## config.mk

```make
export PLATFORM = sky130hd
export DESIGN_NAME = ptt_timebase
export DESIGN_NICKNAME = d
export VERILOG_FILES = /design/src/hw/ptt_timebase.v
export VERILOG_INCLUDE_DIRS = /design/src /design/src/hw
export SDC_FILE = /design/constraint.sdc
export NUM_CORES = 1
export LEC_CHECK = 0
export BUFFER_PORTS_ARGS = -buffer_cell sky130_fd_sc_hd__buf_4
export CORE_MARGIN = 4
export CORE_UTILIZATION = 35
export DETAILED_ROUTE_END_ITERATION = 10
export HOLD_SLACK_MARGIN = 0.02
export PLACE_DENSITY = 0.54
export SLEW_MARGIN = 25
export SYNTH_ARGS = -nofsm -noshare
export SYNTH_HDL_FRONTEND = slang
export SYNTH_SLANG_ARGS = --single-unit
```

## constraint.sdc

```tcl
create_clock -name aclk -period 2.82 [get_ports aclk]
set_clock_uncertainty 0.15 [all_clocks]
set_input_delay 0.141 -clock aclk [delete_from_list [all_inputs] [get_ports aclk]]
set_output_delay 0.141 -clock aclk [all_outputs]
set_load 0.02 [all_outputs]
```

## src/hw/ptt_consts.vh

```
// Register offsets, field positions and reset values of the periodic tick unit.
`ifndef PTT_CONSTS_VH
`define PTT_CONSTS_VH

`define PTT_ADDR_W 8
`define PTT_OFF_CONTROL 8'h00
`define PTT_OFF_CONFIG 8'h04

`define PTT_CTL_RUN 1
`define PTT_CTL_IRQ_EN 2
`define PTT_CTL_ACK 3
`define PTT_CTL_TAP_LO 4
`define PTT_CTL_TAP_HI 6
`define PTT_CTL_FLAG 7

`define PTT_CFG_PRESCALE 0
`define PTT_CFG_KEEP_OSC 1

`define PTT_CHAIN_W 15
`define PTT_PRE_W 7
`define PTT_TAP_RESET 3'h0
`define PTT_TAP0_STAGE 4'hE
`define PTT_TAP1_STAGE 4'hC
`define PTT_TAP2_STAGE 4'hA
`define PTT_TAP3_STAGE 4'h6
`define PTT_TAP4_STAGE 4'h5
`define PTT_TAP5_STAGE 4'h4
`define PTT_TAP6_STAGE 4'h3
`define PTT_TAP7_STAGE 4'h2
`define PTT_CFG_RESET 2'h0

`define PTT_RESP_OKAY 2'h0
`define PTT_RESP_SLVERR 2'h2

`endif

```

## src/hw/ptt_timebase.v

```verilog
// Periodic tick unit: divider chain, tick flag and its AXI4-Lite control registers.
//
// Overview of operation
// - Divider chain has 15 stages; eight stage outputs are selectable rollover taps.
// - Chain advances on rising edges of the oscillator source clock, not the bus clock.
// - Chain is held at all zeros whenever the run bit is clear.
// - Chain starts advancing once the run bit is set.
// - Tick flag sets each time the chain rolls over at the selected tap.
// - Interrupt request is raised while tick flag and interrupt enable are both set.
// - First tick comes after about half a period, later ticks at exact period.
// - Taps 0 to 7 divide by 32768, 8192, 2048, 128, 64, 32, 16, 8.
// - Extra prescale inserts divide-by-128 ahead, multiplying each divisor by 128.
// - Writing one to acknowledge clears the flag; writing zero does nothing.
// - Acknowledge bit is write-only and always reads zero.
// - Tick flag is read-only; a direct write to its position has no effect.
// - Chain and flag keep running during wait mode.
// - In stop mode the unit runs only if the oscillator is kept alive.
// - When active in stop mode, the tick request wakes the processor.
// - Control register cannot be reached while in wait or stop mode.
// - Interrupt enable is read/write, gates the request and clears at reset.
// - Run bit is read/write and clears at reset, leaving the counter at zero.
`include "ptt_consts.vh"

module ptt_timebase (
  // Clock and reset.
  input wire aclk,
  input wire aresetn,
  // AXI4-Lite write address channel.
  input wire [`PTT_ADDR_W-1:0] s_axi_awaddr,
  input wire [2:0] s_axi_awprot,
  input wire s_axi_awvalid,
  output reg s_axi_awready,
  // AXI4-Lite write data channel.
  input wire [31:0] s_axi_wdata,
  input wire [3:0] s_axi_wstrb,
  input wire s_axi_wvalid,
  output reg s_axi_wready,
  // AXI4-Lite write response channel.
  output reg [1:0] s_axi_bresp,
  output reg s_axi_bvalid,
  input wire s_axi_bready,
  // AXI4-Lite read address channel.
  input wire [`PTT_ADDR_W-1:0] s_axi_araddr,
  input wire [2:0] s_axi_arprot,
  input wire s_axi_arvalid,
  output reg s_axi_arready,
  // AXI4-Lite read data channel.
  output reg [31:0] s_axi_rdata,
  output reg [1:0] s_axi_rresp,
  output reg s_axi_rvalid,
  input wire s_axi_rready,
  // Oscillator source clock from the clock generator, sampled as a level.
  input wire oscillator_source_clock,
  // System low-power state.
  input wire wait_mode,
  input wire stop_mode,
  // Requests to the processor.
  output reg tick_irq,
  output reg stop_wakeup
);

  // Control and configuration state.
  reg tick_run;
  reg tick_irq_enable;
  reg [2:0] tap_select;
  reg tick_flag;
  reg extra_prescale_select;
  reg oscillator_kept_in_stop;

  // Divider state.
  reg osc_prev;
  reg [`PTT_PRE_W-1:0] prescale;
  reg [`PTT_CHAIN_W-1:0] chain;

  // Bus holding state.
  reg aw_full;
  reg w_full;
  reg [`PTT_ADDR_W-1:0] aw_addr;
  reg [31:0] w_data;
  reg [3:0] w_strb;

  // Stage index whose rising edge marks a rollover for each tap code.
  function [3:0] tap_bit;
    input [2:0] sel;
    begin
      case (sel)
        3'h0: tap_bit = `PTT_TAP0_STAGE;
        3'h1: tap_bit = `PTT_TAP1_STAGE;
        3'h2: tap_bit = `PTT_TAP2_STAGE;
        3'h3: tap_bit = `PTT_TAP3_STAGE;
        3'h4: tap_bit = `PTT_TAP4_STAGE;
        3'h5: tap_bit = `PTT_TAP5_STAGE;
        3'h6: tap_bit = `PTT_TAP6_STAGE;
        3'h7: tap_bit = `PTT_TAP7_STAGE;
        default: tap_bit = `PTT_TAP0_STAGE;
      endcase
    end
  endfunction

  // Register reached by a bus address.
  localparam SEL_NONE = 2'h0;
  localparam SEL_CTL = 2'h1;
  localparam SEL_CFG = 2'h2;

  // Address decode shared by the read and the write path.
  function [1:0] reg_sel;
    input [`PTT_ADDR_W-1:0] addr;
    begin
      case (addr)
        `PTT_OFF_CONTROL: reg_sel = SEL_CTL;
        `PTT_OFF_CONFIG: reg_sel = SEL_CFG;
        default: reg_sel = SEL_NONE;
      endcase
    end
  endfunction

  // The control register is closed while the system is in wait or stop mode.
  function [1:0] bus_resp;
    input [1:0] sel;
    input closed;
    begin
      case (sel)
        SEL_CTL: bus_resp = closed ? `PTT_RESP_SLVERR : `PTT_RESP_OKAY;
        SEL_CFG: bus_resp = `PTT_RESP_OKAY;
        default: bus_resp = `PTT_RESP_SLVERR;
      endcase
    end
  endfunction

  // Read value of a register; a closed or unmapped register reads zero.
  function [31:0] read_word;
    input [1:0] sel;
    input closed;
    input [7:0] ctl;
    input [1:0] cfg;
    begin
      case (sel)
        SEL_CTL: read_word = closed ? 32'h00000000 : {24'h000000, ctl};
        SEL_CFG: read_word = {30'h00000000, cfg};
        default: read_word = 32'h00000000;
      endcase
    end
  endfunction

  // Next-state values.
  reg [`PTT_PRE_W-1:0] next_prescale;
  reg [`PTT_CHAIN_W-1:0] next_chain;
  reg next_tick_run;
  reg next_tick_irq_enable;
  reg [2:0] next_tap_select;
  reg next_tick_flag;
  reg next_extra_prescale_select;
  reg next_oscillator_kept_in_stop;
  reg next_arready;
  reg next_rvalid;
  reg [31:0] next_rdata;
  reg [1:0] next_rresp;

  wire low_power = wait_mode | stop_mode;
  // The source clock is a sampled level, so it must stay high and low a bus clock each.
  wire osc_rise = oscillator_source_clock & ~osc_prev;
  // Stop mode freezes the chain unless the oscillator is kept alive there.
  wire unit_active = tick_run & (~stop_mode | oscillator_kept_in_stop);
  wire pre_wrap = (prescale == {`PTT_PRE_W{1'b1}});
  wire chain_step = unit_active & osc_rise & (~extra_prescale_select | pre_wrap);
  wire [`PTT_CHAIN_W-1:0] chain_inc = chain + 15'h0001;
  // The tap is applied at once, so a change while running may lose one tick.
  wire [3:0] tap_idx = tap_bit(tap_select);
  // A tap's stage rising gives the first tick after half a period, then every period.
  wire rollover = chain_step & chain_inc[tap_idx] & ~chain[tap_idx];

  // A write is carried out once both halves are held and no response is pending.
  wire do_write = aw_full & w_full & ~s_axi_bvalid;
  wire [1:0] wr_sel = reg_sel(aw_addr);
  wire [1:0] rd_sel = reg_sel(s_axi_araddr);
  wire wr_ctl = (wr_sel == SEL_CTL);
  wire wr_cfg = (wr_sel == SEL_CFG);
  // Control writes are refused in wait or stop mode so the bus cannot change the control word; config writes still land.
  wire ctl_write = do_write & wr_ctl & w_strb[0] & ~low_power;
  wire cfg_write = do_write & wr_cfg & w_strb[0];
  wire ack_write = ctl_write & w_data[`PTT_CTL_ACK];
  // The acknowledge position and bit 0 always read zero.
  wire [7:0] ctl_view = {tick_flag, tap_select, 1'b0, tick_irq_enable, tick_run, 1'b0};
  wire [1:0] cfg_view = {oscillator_kept_in_stop, extra_prescale_select};

  // Next state of the prescaler and the divider chain.
  always @* begin
    next_prescale = prescale;
    next_chain = chain;
    if (!tick_run) begin
      next_prescale = {`PTT_PRE_W{1'b0}};
      next_chain = {`PTT_CHAIN_W{1'b0}};
    end else begin
      if (unit_active & osc_rise & extra_prescale_select) begin
        next_prescale = prescale + 7'h01;
      end
      if (chain_step) begin
        next_chain = chain_inc;
      end
    end
  end

  // Divider chain and prescaler.
  always @(posedge aclk) begin
    if (!aresetn) begin
      osc_prev <= 1'b0;
      prescale <= {`PTT_PRE_W{1'b0}};
      chain <= {`PTT_CHAIN_W{1'b0}};
    end else begin
      osc_prev <= oscillator_source_clock;
      prescale <= next_prescale;
      chain <= next_chain;
    end
  end

  // Next state of the control and configuration registers and the tick flag.
  always @* begin
    next_tick_run = tick_run;
    next_tick_irq_enable = tick_irq_enable;
    next_tap_select = tap_select;
    next_extra_prescale_select = extra_prescale_select;
    next_oscillator_kept_in_stop = oscillator_kept_in_stop;
    next_tick_flag = tick_flag;
    if (ctl_write) begin
      next_tick_run = w_data[`PTT_CTL_RUN];
      next_tick_irq_enable = w_data[`PTT_CTL_IRQ_EN];
      next_tap_select = w_data[`PTT_CTL_TAP_HI:`PTT_CTL_TAP_LO];
    end
    if (cfg_write) begin
      next_extra_prescale_select = w_data[`PTT_CFG_PRESCALE];
      next_oscillator_kept_in_stop = w_data[`PTT_CFG_KEEP_OSC];
    end
    // A rollover in the same cycle as an acknowledge keeps the flag set.
    if (rollover) begin
      next_tick_flag = 1'b1;
    end else if (ack_write) begin
      next_tick_flag = 1'b0;
    end
  end

  // Control and configuration registers with the tick flag.
  always @(posedge aclk) begin
    if (!aresetn) begin
      tick_run <= 1'b0;
      tick_irq_enable <= 1'b0;
      tap_select <= `PTT_TAP_RESET;
      tick_flag <= 1'b0;
      extra_prescale_select <= 1'b0;
      oscillator_kept_in_stop <= 1'b0;
    end else begin
      tick_run <= next_tick_run;
      tick_irq_enable <= next_tick_irq_enable;
      tap_select <= next_tap_select;
      extra_prescale_select <= next_extra_prescale_select;
      oscillator_kept_in_stop <= next_oscillator_kept_in_stop;
      tick_flag <= next_tick_flag;
    end
  end

  // Requests to the processor.
  always @(posedge aclk) begin
    if (!aresetn) begin
      tick_irq <= 1'b0;
      stop_wakeup <= 1'b0;
    end else begin
      tick_irq <= tick_flag & tick_irq_enable;
      stop_wakeup <= tick_flag & tick_irq_enable & stop_mode & unit_active;
    end
  end

  // Write channels: address and data are taken in either order, one write at a time.
  always @(posedge aclk) begin
    if (!aresetn) begin
      s_axi_awready <= 1'b1;
      s_axi_wready <= 1'b1;
      s_axi_bvalid <= 1'b0;
      s_axi_bresp <= `PTT_RESP_OKAY;
      aw_full <= 1'b0;
      w_full <= 1'b0;
      aw_addr <= {`PTT_ADDR_W{1'b0}};
      w_data <= 32'h00000000;
      w_strb <= 4'h0;
    end else begin
      if (s_axi_awvalid & s_axi_awready) begin
        aw_full <= 1'b1;
        aw_addr <= s_axi_awaddr;
        s_axi_awready <= 1'b0;
      end
      if (s_axi_wvalid & s_axi_wready) begin
        w_full <= 1'b1;
        w_data <= s_axi_wdata;
        w_strb <= s_axi_wstrb;
        s_axi_wready <= 1'b0;
      end
      if (do_write) begin
        aw_full <= 1'b0;
        w_full <= 1'b0;
        s_axi_bvalid <= 1'b1;
        s_axi_bresp <= bus_resp(wr_sel, low_power);
      end else if (s_axi_bvalid & s_axi_bready) begin
        s_axi_bvalid <= 1'b0;
        s_axi_awready <= 1'b1;
        s_axi_wready <= 1'b1;
      end
    end
  end

  // Next state of the read channel; the answer stands until it is taken.
  always @* begin
    next_arready = s_axi_arready;
    next_rvalid = s_axi_rvalid;
    next_rdata = s_axi_rdata;
    next_rresp = s_axi_rresp;
    if (s_axi_arvalid & s_axi_arready) begin
      next_arready = 1'b0;
      next_rvalid = 1'b1;
      next_rresp = bus_resp(rd_sel, low_power);
      next_rdata = read_word(rd_sel, low_power, ctl_view, cfg_view);
    end else if (s_axi_rvalid & s_axi_rready) begin
      next_rvalid = 1'b0;
      next_arready = 1'b1;
    end
  end

  // Read channels: data is returned the cycle after the address is taken.
  always @(posedge aclk) begin
    if (!aresetn) begin
      s_axi_arready <= 1'b1;
      s_axi_rvalid <= 1'b0;
      s_axi_rdata <= 32'h00000000;
      s_axi_rresp <= `PTT_RESP_OKAY;
    end else begin
      s_axi_arready <= next_arready;
      s_axi_rvalid <= next_rvalid;
      s_axi_rdata <= next_rdata;
      s_axi_rresp <= next_rresp;
    end
  end

endmodule

```

==> impl_metrics.tcl <==
set metrics [dict create \
    p_seq_share_pct 44.6 \
    clock.fmax_mhz 439 \
    period_needed_ns 2.28 \
    synth_fa_ha_area_share_pct 1.41 \
    setup_tns_ns 0 \
    gp_congestion 0.830 \
    die_w_um 109 \
    synth_xor_area_share_pct 5.93 \
    p_switching_uw 510 \
    switching_share_pct 22.3 \
    fin_crit_sh_pct 80.8 \
    power_density_nw_per_um2 502 \
    design_area_um2 4550 \
    grt_max_degree 45 \
    fp-row-count 36 \
    synth_top_area_share_pct 39.0 \
    worst_pin_slew_ns 0.753 \
    grt_overflow_total 0 \
    vias_per_cell 4.82 \
    core_um2 9820 \
    total_power_mw 2.28 \
    final_nets 573 \
    fill_cells 977 \
    numClockSinks 69 \
    diodes 0 \
    ys_top_cells_by_count "dfxtp_1 (69), nand2_1 (45), nor2_1 (35), nand3_1 (29), buf_4 (27)" \
    grt_antenna_before_repair 0 \
    vias 3076 \
    clkPwrFrac_pct 46.5 \
    synth_ff_type "dfxtp_1" \
    critical_path_required_ns 2.87 \
    initial_core_util_pct 36.1 \
    syn_area_um2 3540 \
    drc_errors 0 \
    yosysWarnings 0 \
    cts-root-buf "clkbuf_8" \
    startpoint_type "input pin" \
    synthArstFlopShare_pct 0 \
    placedInstanceArea_um2 3900 \
    syn_to_final_growth_pct 28.4 \
    place_hpwl_mm 5.44 \
    arrival_ns 2.33 \
    yosys-top-cells-area "dfxtp_1 (39%), buf_4 (5.7%), nand2_1 (4.8%)" \
    io_buffers 49 \
    muxShareOfSynthArea_pct 3.85 \
    die-area_um2 11800 \
    grt.total_usage_pct 14.2 \
    power.internal_mw 1.77 \
    synth_cell_types 49 \
    cts_htree_levels 3 \
    wire_per_inst_um 12.5 \
    synthSimpleGateAreaFrac_pct 25.2 \
    die-height_um 109 \
    ios 111 \
    path_clk_slew_ns 0.08 \
    cts_made_buffers 9 \
    max_cap_viol_count 0 \
    cts_buffer_depth 2 \
    cts_setup_buffers 0 \
    max_slew_margin_pct 49.7 \
    synthCells 425 \
    status "finished, final reports clean" \
    grt_pass1_vias 2880 \
    final_util_pct 46.3 \
    synth-compound-area-share_pct 14.8 \
    power.static_leakage_nw 1.77 \
    synth-edff-count 0 \
    grt_setup_unrepaired "no" \
    synth_most_common_cell "dfxtp_1" \
    setup_viol 0 \
    dp.cells 584 \
    drv_slew 0 \
    yosysSeqAreaShare_pct 39.0 \
    antenna_left 0 \
    fin_cells 638 \
    dr.pass1.iters 4 \
    comb_power_share_pct 8.9 \
    holdCritPathClass "in -> reg" \
    crit_fanout 16 \
    wl_mm 7.99 \
    grt_pass1_wl_mm 13.4 \
    clock_latency_ns 0.34 \
    drive_above_1_share_pct 15.0 \
    path_class "in -> reg" \
    ys_ff_latch 69 \
    peakVddDrop_uv 297 \
    drt_iter0_drc 84 \
    synth_area_leader_cell "dfxtp_1" \
    tritoncts "yes" \
    syn_avg_cell_area_um2 8.34 \
    synth_top_family_by_area "simple AND/OR/NAND/NOR gates" \
    cp-end-kind "flip-flop" \
    finalHoldViolCount 0 \
]
-- worst max-delay path, stage by stage --
cell	delay (ns)
dlygate4sd3_1	0.54
buf_4	0.15
nor2b_1	0.12
nor3_1	0.36
and2_1	0.60
nand4_1	0.20
xor2_1	0.17
nor2_1	0.05
-- cell type report --
type	instances	area, um2	share of cell area, %
clock buffer	9	124	2.72
inverter	11	41.3	0.908
tap	133	166	3.66
sequential	69	1380	30.4
timing repair buffer	91	781	17.2
multi-input combinational	319	1920	42.2
clock inverter	6	136	3.00
-- routing by layer --
metal | up-vias | GRT usage (%) | routed length (um)
met2 | 68 | 23.8 | 3910
met3 | 13 | 3.55 | 361
met5 | - | 0 | 0
met1 | 1421 | 17.7 | 3600
met4 | 0 | 5.23 | 126
li1 | 1574 | - | -
-- power by group through the flow --
stage / clock, mW / sequential, mW / combinational [mW]
final: 1.06 / 1.02 / 0.204
after floorplan: 0 / 1.04 / 0.126
after global placement: 0 / 1.04 / 0.159
after CTS: 1.09 / 1.02 / 0.204
after global routing: 1.13 / 1.02 / 0.223
after detailed placement: 0 / 1.04 / 0.161
-- kinds of logic after synthesis --
group	count (synthesis)
AO/OA/AOI/OAI	77
XOR/XNOR	24
adder cells (fa/ha/maj)	4
buffers and inverters	63
flip-flops	69
multiplexers	11
other	1
AND/OR/NAND/NOR	176
-- stage by stage --
step,hold WS (ns),worst slack [ns]
after global routing,0.249,0.339
after global placement,0.213,0.623
after CTS,0.211,0.509
after floorplan,0.118,0.704
after detailed placement,0.216,0.623
final,0.223,0.541
-- flip-flops by register name, summed over array words and instances, names as in the netlist, 3 cells and up --
register and count:
w_data 7, tap_select 3, prescale 7, chain 15, s_axi_rdata 7, tap_idx 4
aw_addr 8
-- cell usage in the layout (no fill, tap or decap), types with 4 or more instances in the layout --
cell type      count
dfxtp_1           69
buf_4             52
nand2_1           45
dlygate4sd3_1     39
nor2_1            35
nand3_1           29
conb_1            27
a21boi_0          21
nor2b_1           16
a21oi_1           15
nand4_1           15
o21ai_0           14
xor2_1            14
inv_1             11
xnor2_1           10
nor3_1             9
clkbuf_8           9
mux2i_1            8
and2_1             5
and3_1             5
a22oi_1            5
or3_1              4
ha_1               4
bufinv_16          4
-- what timing repair did --
action,4_1_cts,5_1_grt
hold buffers,39,0
resized for setup,0,0
endpoints found under the hold margin,27,0
-- worst paths after layout --
path | from | end | slack, ns | cells past startpoint
setup / recovery | stop_mode | chain[4]$_SDFFE_PN0P_ | 0.54 | 8
hold reg to reg | s_axi_rdata[5]$_SDFFE_PN0P_ | s_axi_rdata[5]$_SDFFE_PN0P_ | 0.32 | 2
hold / removal | s_axi_araddr[2] | s_axi_rdata[5]$_SDFFE_PN0P_ | 0.22 | 5
setup reg to reg | chain[1]$_SDFFE_PN0P_ | tick_flag$_SDFFE_PN0P_ | 0.60 | 7
(Power assumes the default switching activity.)
